--- src/rtl/bmsr_defines.vh ---
// Purpose: Constants for the boot-mode select and reset entry block
// Assumes: Core clock of 100 MHz
// Notes:   Definitions only, no logic
`ifndef BMSR_DEFINES_VH
`define BMSR_DEFINES_VH

// ----------------------------------------------------------------
// Clock and timing
// ----------------------------------------------------------------
`define BMSR_CLK_MHZ 100
// Boot EPROM access time in ns, least time
`define BMSR_EPROM_ACCESS_NS 100
// Access time in cycles, rounded up, at least one
`define BMSR_EPROM_ACCESS_CYC ((`BMSR_EPROM_ACCESS_NS * `BMSR_CLK_MHZ + 999) / 1000)
// Stages of every pin synchroniser
`define BMSR_SYNC_STAGES 2
// Cycles after reset release before the straps are caught
`define BMSR_STRAP_SETTLE_CYC 3

// ----------------------------------------------------------------
// Boot modes
// ----------------------------------------------------------------
`define BMSR_MODE_W 2
`define BMSR_MODE_NOBOOT 2'h0
`define BMSR_MODE_HOST 2'h1
`define BMSR_MODE_EPROM 2'h2
`define BMSR_MODE_BAD 2'h3

// ----------------------------------------------------------------
// Loader layout and reset values
// ----------------------------------------------------------------
`define BMSR_BYTE_W 8
`define BMSR_WORD_W 48
`define BMSR_BYTES_PER_WORD 3'h6
`define BMSR_BOOT_WORDS 16'h0100
`define BMSR_RESET_VECTOR 24'h000005

`endif

--- src/rtl/bmsr_sync2.v ---
// Purpose: Two-flop synchroniser for pin inputs
// Assumes: Destination clock is the core clock
// Notes:   First stage is read only by the second stage
`timescale 1ns/1ps

module bmsr_sync2 #(
    parameter WIDTH = 1
) (
    input wire mclk_in,
    input wire reset_n_in,
    input wire [WIDTH-1:0] async_in,
    output wire [WIDTH-1:0] sync_out
);

    reg [WIDTH-1:0] meta_q;
    reg [WIDTH-1:0] sync_q;

    // ----------------------------------------------------------------
    // Synchroniser stages
    // ----------------------------------------------------------------
    // Two flops, cleared by reset
    always @(posedge mclk_in or negedge reset_n_in)
    begin
        if (!reset_n_in)
        begin
            meta_q <= {WIDTH{1'b0}};
            sync_q <= {WIDTH{1'b0}};
        end
        else
        begin
            meta_q <= async_in;
            sync_q <= meta_q;
        end
    end

    assign sync_out = sync_q;

endmodule // bmsr_sync2

--- src/rtl/bmsr_boot_ctrl.v ---
// Purpose: Boot-mode selection, boot EPROM loader and reset entry
// Assumes: Straps are static board wiring; bus ownership comes from
//          same-clock arbitration logic
// Notes:   Chip select pin is active low, split into in, out, enable
//
// Contract
// - Eprom strap high selects booting from a byte-wide EPROM; the code halts instead when the link strap is also high.
// - Eprom strap low: link strap and chip-select pin pick the mode.
// - In EPROM mode the chip-select pin drives the boot EPROM select.
// - Only the current bus owner drives the chip-select pin.
// - Both straps low, chip-select pin low: no boot, run external memory.
// - Both straps low, chip-select pin high: wait for host boot.
// - Chip-select pin is an output only in EPROM mode, else input.
// - One instruction cycle per input clock period.
// - Reset gives a known state, then starts at the reset vector.
`timescale 1ns/1ps
`include "bmsr_defines.vh"

module bmsr_boot_ctrl #(
    parameter ADDR_W = 16,
    parameter [15:0] BOOT_WORDS = `BMSR_BOOT_WORDS,
    parameter [23:0] RESET_VECTOR = `BMSR_RESET_VECTOR
) (
    input wire mclk_in,
    input wire reset_n_in,
    input wire eprom_boot_strap_in,
    input wire link_boot_strap_in,
    input wire boot_memory_chip_select_in,
    output wire boot_memory_chip_select_out,
    output wire boot_memory_chip_select_oe_out,
    input wire bus_master_in,
    input wire [7:0] eprom_data_in,
    output wire [ADDR_W-1:0] eprom_addr_out,
    input wire host_boot_done_in,
    output wire [1:0] boot_mode_out,
    output wire strap_error_out,
    output wire [47:0] load_word_out,
    output wire [15:0] load_addr_out,
    output wire load_valid_out,
    output wire core_run_out,
    output wire instr_cycle_out,
    output wire fetch_external_out,
    output wire [23:0] start_vector_out
);

    // ----------------------------------------------------------------
    // Local constants
    // ----------------------------------------------------------------
    localparam [2:0] ST_STRAP = 3'h0;
    localparam [2:0] ST_EPROM = 3'h1;
    localparam [2:0] ST_HOST = 3'h2;
    localparam [2:0] ST_RUN = 3'h3;
    localparam [2:0] ST_HALT = 3'h4;
    localparam integer ACC_LAST_I = `BMSR_EPROM_ACCESS_CYC + `BMSR_SYNC_STAGES - 1;
    localparam integer SETTLE_LAST_I = `BMSR_STRAP_SETTLE_CYC - 1;
    localparam [7:0] ACC_LAST = ACC_LAST_I[7:0];
    localparam [1:0] SETTLE_LAST = SETTLE_LAST_I[1:0];
    localparam [2:0] LAST_BYTE = `BMSR_BYTES_PER_WORD - 3'h1;
    localparam [15:0] LAST_WORD = BOOT_WORDS - 16'h0001;

    // ----------------------------------------------------------------
    // Mode decode from the straps
    // ----------------------------------------------------------------
    function [1:0] bmsr_decode;
        input eprom_strap;
        input link_strap;
        input cs_pin;
        begin
            if (eprom_strap && !link_strap)
                bmsr_decode = `BMSR_MODE_EPROM;
            else if (link_strap)
                bmsr_decode = `BMSR_MODE_BAD;
            else if (cs_pin)
                bmsr_decode = `BMSR_MODE_HOST;
            else
                bmsr_decode = `BMSR_MODE_NOBOOT;
        end
    endfunction

    // ----------------------------------------------------------------
    // Pin synchronisers
    // ----------------------------------------------------------------
    wire eprom_strap_s;
    wire link_strap_s;
    wire cs_pin_s;
    wire host_done_s;
    wire [7:0] data_s;

    // Straps, chip-select pin and host handshake
    bmsr_sync2 #(
        .WIDTH(4)
    ) u_sync_ctl (
        .mclk_in(mclk_in),
        .reset_n_in(reset_n_in),
        .async_in({eprom_boot_strap_in, link_boot_strap_in,
                   boot_memory_chip_select_in, host_boot_done_in}),
        .sync_out({eprom_strap_s, link_strap_s, cs_pin_s, host_done_s})
    );

    // EPROM data byte
    bmsr_sync2 #(
        .WIDTH(8)
    ) u_sync_data (
        .mclk_in(mclk_in),
        .reset_n_in(reset_n_in),
        .async_in(eprom_data_in),
        .sync_out(data_s)
    );

    // ----------------------------------------------------------------
    // State
    // ----------------------------------------------------------------
    reg [2:0] state_q;
    reg [1:0] mode_q;
    reg [1:0] settle_q;
    reg access_q;
    reg [7:0] wait_q;
    reg [2:0] byte_idx_q;
    reg [15:0] word_cnt_q;
    reg [47:0] word_q;
    reg [47:0] shift_q;
    reg [15:0] load_addr_q;
    reg load_valid_q;
    reg [ADDR_W-1:0] eprom_addr_q;
    reg run_q;
    reg [23:0] vector_q;

    wire [47:0] shift_d;

    // Low byte arrives first
    assign shift_d = {data_s, shift_q[47:8]};

    // ----------------------------------------------------------------
    // Boot sequencer
    // ----------------------------------------------------------------
    // Known state under reset, straps caught after release
    always @(posedge mclk_in or negedge reset_n_in)
    begin
        if (!reset_n_in)
        begin
            state_q <= ST_STRAP;
            mode_q <= `BMSR_MODE_NOBOOT;
            settle_q <= 2'h0;
            access_q <= 1'b0;
            wait_q <= 8'h00;
            byte_idx_q <= 3'h0;
            word_cnt_q <= 16'h0000;
            word_q <= 48'h000000000000;
            shift_q <= 48'h000000000000;
            load_addr_q <= 16'h0000;
            load_valid_q <= 1'b0;
            eprom_addr_q <= {ADDR_W{1'b0}};
            run_q <= 1'b0;
            vector_q <= 24'h000000;
        end
        else
        begin
            load_valid_q <= 1'b0;
            case (state_q)
                ST_STRAP:
                begin
                    // Wait for the synchronisers to fill, then latch once
                    if (settle_q == SETTLE_LAST)
                    begin
                        mode_q <= bmsr_decode(eprom_strap_s, link_strap_s, cs_pin_s);
                        case (bmsr_decode(eprom_strap_s, link_strap_s, cs_pin_s))
                            `BMSR_MODE_EPROM: state_q <= ST_EPROM;
                            `BMSR_MODE_HOST: state_q <= ST_HOST;
                            `BMSR_MODE_NOBOOT:
                            begin
                                state_q <= ST_RUN;
                                run_q <= 1'b1;
                                vector_q <= RESET_VECTOR;
                            end
                            default: state_q <= ST_HALT;
                        endcase
                    end
                    else
                    begin
                        settle_q <= settle_q + 2'h1;
                    end
                end
                ST_EPROM:
                begin
                    if (!access_q)
                    begin
                        // Start a byte read only while owning the bus
                        if (bus_master_in)
                        begin
                            access_q <= 1'b1;
                            wait_q <= 8'h00;
                        end
                    end
                    else if (!bus_master_in)
                    begin
                        // Lost the bus: drop select, retry this byte
                        access_q <= 1'b0;
                    end
                    else if (wait_q == ACC_LAST)
                    begin
                        access_q <= 1'b0;
                        shift_q <= shift_d;
                        eprom_addr_q <= eprom_addr_q + {{(ADDR_W-1){1'b0}}, 1'b1};
                        if (byte_idx_q == LAST_BYTE)
                        begin
                            // Full instruction word assembled
                            byte_idx_q <= 3'h0;
                            word_q <= shift_d;
                            load_addr_q <= word_cnt_q;
                            load_valid_q <= 1'b1;
                            word_cnt_q <= word_cnt_q + 16'h0001;
                            if (word_cnt_q == LAST_WORD)
                            begin
                                state_q <= ST_RUN;
                                run_q <= 1'b1;
                                vector_q <= RESET_VECTOR;
                            end
                        end
                        else
                        begin
                            byte_idx_q <= byte_idx_q + 3'h1;
                        end
                    end
                    else
                    begin
                        wait_q <= wait_q + 8'h01;
                    end
                end
                ST_HOST:
                begin
                    // Host loads memory, then releases the core
                    if (host_done_s)
                    begin
                        state_q <= ST_RUN;
                        run_q <= 1'b1;
                        vector_q <= RESET_VECTOR;
                    end
                end
                ST_RUN:
                begin
                    run_q <= 1'b1;
                end
                default:
                begin
                    // Unsupported strap setting: core stays halted
                    run_q <= 1'b0;
                end
            endcase
        end
    end

    // ----------------------------------------------------------------
    // Chip-select pin
    // ----------------------------------------------------------------
    // Driven only in EPROM mode and only by the bus owner
    assign boot_memory_chip_select_oe_out = (mode_q == `BMSR_MODE_EPROM) &&
        (state_q != ST_STRAP) && bus_master_in;
    assign boot_memory_chip_select_out = ~access_q;

    // ----------------------------------------------------------------
    // Outputs
    // ----------------------------------------------------------------
    assign eprom_addr_out = eprom_addr_q;
    assign boot_mode_out = mode_q;
    assign strap_error_out = (state_q == ST_HALT);
    assign load_word_out = word_q;
    assign load_addr_out = load_addr_q;
    assign load_valid_out = load_valid_q;
    assign core_run_out = run_q;
    // One instruction slot per core clock while running
    assign instr_cycle_out = run_q;
    assign fetch_external_out = run_q && (mode_q == `BMSR_MODE_NOBOOT);
    assign start_vector_out = vector_q;

endmodule // bmsr_boot_ctrl

--- config.mk ---
export PLATFORM = sky130hd
export DESIGN_NAME = bmsr_boot_ctrl
export DESIGN_NICKNAME = d
export VERILOG_FILES = /design/src/rtl/bmsr_sync2.v /design/src/rtl/bmsr_boot_ctrl.v
export VERILOG_INCLUDE_DIRS = /design/src /design/src/rtl
export SDC_FILE = /design/constraint.sdc
export NUM_CORES = 1
export LEC_CHECK = 0
export BUFFER_PORTS_ARGS = -buffer_cell sky130_fd_sc_hd__buf_2
export CAP_MARGIN = 20
export CORE_MARGIN = 2
export CORE_UTILIZATION = 31
export DETAILED_ROUTE_END_ITERATION = 7
export GPL_ROUTABILITY_DRIVEN = 0
export PLACE_DENSITY = 0.52
export RECOVER_POWER = 25
export SYNTH_ARGS = -nofsm -noshare
export SYNTH_HDL_FRONTEND = slang
export SYNTH_SLANG_ARGS = --single-unit
--- constraint.sdc ---
create_clock -name mclk_in -period 5.25 [get_ports mclk_in]
set_input_delay 0.7875 -clock mclk_in [delete_from_list [all_inputs] [get_ports mclk_in]]
set_output_delay 0.7875 -clock mclk_in [all_outputs]
set_load 0.02 [all_outputs]
==> impl_metrics.json <==
{
  "ctsRootBufferMaster": "clkbuf_16",
  "regArea_mm2": 0.00455,
  "multiInputGateArea_mm2": 0.00246,
  "cts_tree": "done",
  "required_ps": 5770,
  "start_util": 0.313,
  "cap_violations": 1,
  "path_max_fanout": 111,
  "end_kind": "async pin",
  "ys_top_cells_by_area": "dfrtp_1 (62%), nand2_1 (11%), mux2_2 (6.3%), buf_4 (2.6%), xor2_1 (2.5%)",
  "worstSkewPairLatency_ps": 420,
  "grt_util_met1": 0.176,
  "fin_skew_ps": 13.3,
  "rows": 56,
  "htree_levels": 4,
  "worstHoldPathType": "reg -> reg",
  "avgSynthCellArea_um2": 11.2,
  "status": "finished, violations left",
  "num_io_pins": 128,
  "drive_above_1_share": 0.253,
  "ys_seq_area_frac": 0.623,
  "hold_viol": 0,
  "ys_warn_count": 0,
  "fin_crit_ps": 2970,
  "use_met2": 0.194,
  "cp_top_family": "buffers and inverters",
  "relSlewSlack": -0.810,
  "grt_pass1_vias": 4569,
  "rsz0062_at_grt": "false",
  "synth_top_area_cell": "dfrtp_1",
  "slew_viol_final": 112,
  "finalCritPeriodShare": 0.567,
  "cp.arrival_ps": 3490,
  "tns_ps": 0,
  "cts_hold_buffers": 0,
  "numCtsBuffers": 17,
  "layout.nets": 770,
  "violations": "capacitance limit, slew limit",
  "slowest_delay_ps": 1880,
  "wire_per_inst_um": 13.8,
  "netlist_area_mm2": 0.00731,
  "cp_slowest_cell": "clkbuf_2",
  "postRouteAntennaNets": 0,
  "synth-main-ff-cell": "dfrtp_1",
  "place_area_mm2": 0.00801,
  "grt_max_degree": 112,
  "synth-async-reset-ratio": 1.00,
  "final_common_cell": "nand2_1",
  "synthCells": 651,
  "mostFrequentLayoutCells": "nand2_1 (221), dfrtp_1 (182), buf_2 (104), mux2_2 (41), conb_1 (22)",
  "die_x_um": 158,
  "critPathKind": "in -> async",
  "drtPass1Iterations": 4,
  "grt.total_usage": 0.127,
  "final.fill_count": 2352,
  "busiest_layer": "met2",
  "dp_cells": 1050,
  "dp_hpwl_mm": 9.78,
  "core_mm2": 0.0233,
  "finalInstanceArea_mm2": 0.00858,
  "use_met3": 0.0377,
  "grt_pass1_wl_mm": 24.5,
  "synth_edf_count": 0,
  "tightest_slew_ps": 2710,
  "routed_wl_mm": 14.9,
  "synth_top_area_share": 0.623,
  "power.total_mw": 2.84,
  "area_growth_pct": 17.5,
  "synth_cell_types": 48,
  "p_per_area_mw_per_mm2": 331,
  "crit_chain": "clkbuf_2, buf_4",
  "ir_drop_v": 0.000202,
  "drt_iter0_drc": 218,
  "post_cts_buffers": 0,
  "chipHeight_um": 158,
  "fin_cells": 1081,
  "clkTransAtPathRegs_ps": 70,
  "cts_num_sinks": 182,
  "setup_viol": 0,
  "ctsResizeCount": 0,
  "vias_per_cell": 4.30,
  "power_leakage_nw": 4.68,
  "gr-total-overflow": 0,
  "n_antenna_cell": 0,
  "critPathLaunchType": "input port",
  "die_area_mm2": 0.0248,
  "max_clock_freq_ghz": 0.336,
  "clock_path_buffers": 2,
  "via_count": 4643,
  "drc": 0,
  "ys_ff_latch": 182,
  "antenna_found_initial": 0,
  "path_buf_inv": 2,
  "port_buffers": 105
}
[routing by layer]
metal,part of all wire,vias up
li1,-,2271
met1,0.50,2278
met2,0.45,82
met3,0.042,12
met4,0.0095,0
met5,0,-
[worst paths after layout]
check | to | slack (ps) | from | cells after the start
max in group mclk_in | load_word_out[17] | 2530 | state_q[1] | 6
worst max register to register | load_word_out[17] | 2530 | state_q[1] | 6
worst min register to register | u_sync_data.sync_out[2] | 350 | u_sync_data.meta_q[2] | 0
min in group asynchronous | load_word_out[24] | 1230 | reset_n_in | 1
worst min-delay path | u_sync_data.sync_out[2] | 350 | u_sync_data.meta_q[2] | 0
worst max-delay path | wait_q[2] | 2280 | reset_n_in | 2
[cells by family after synthesis]
kind of cell | synth area share
flops | 0.623
mux | 0.0659
xor+xnor | 0.0466
simple gates | 0.186
buf+inv | 0.0524
other cells | 0.000513
fa+ha+maj | 0.00685
compound gates | 0.0183
[stage by stage]
step           setup WS [ps]  hold slack, ps   util
2_1_floorplan           3160             331      -
3_3_place_gp            2370             331  0.343
3_5_place_dp            2300             335  0.343
4_1_cts                 2280             350  0.367
5_1_grt                 1660             355  0.368
6_report                2280             348  0.368
[area by class of cell]
| cell class | count | share of cell area |
|---|---|---|
| flip-flops and latches | 182 | 0.531 |
| multi-input cells | 433 | 0.286 |
| clock buffers | 20 | 0.0520 |
| repair buffers | 111 | 0.0679 |
| inverters | 6 | 0.00262 |
| clock inverters | 10 | 0.0141 |
| well taps | 319 | 0.0465 |
[synth_stat cells, types with 2 or more instances]
cell type,number
a21o_1,4
and2_1,2
and3_1,9
and4_1,2
buf_2,12
buf_4,25
buf_6,8
clkbuf_1,6
dfrtp_1,182
ha_1,4
inv_1,6
mux2_2,41
mux2i_1,2
nand2_1,221
nand3_1,14
nand4_1,4
nand4bb_1,2
nor2_1,19
nor3_1,13
nor4_1,5
nor4_2,3
o21ai_0,4
o31ai_1,3
xnor2_1,16
xor2_1,21
[sequential cells by signal (all words and copies together), names as in the netlist]
name	cells
load_word_out	48
shift_q	40
eprom_addr_out	16
load_addr_out	16
word_cnt_q	16
u_sync_data.meta_q	8
u_sync_data.sync_out	8
wait_q	8
u_sync_ctl.meta_q	4
u_sync_ctl.sync_out	4
byte_idx_q	3
state_q	3
boot_mode_out	2
settle_q	2
access_q	1
core_run_out	1
load_valid_out	1
start_vector_out	1
[report_power, final]
| group | internal, mW | switching (mW) |
|---|---|---|
| clock | 0.716 | 0.542 |
| combinational | 0.0362 | 0.0932 |
| sequential | 1.43 | 0.0249 |
Note: power is estimated with default switching activity, not from simulation.
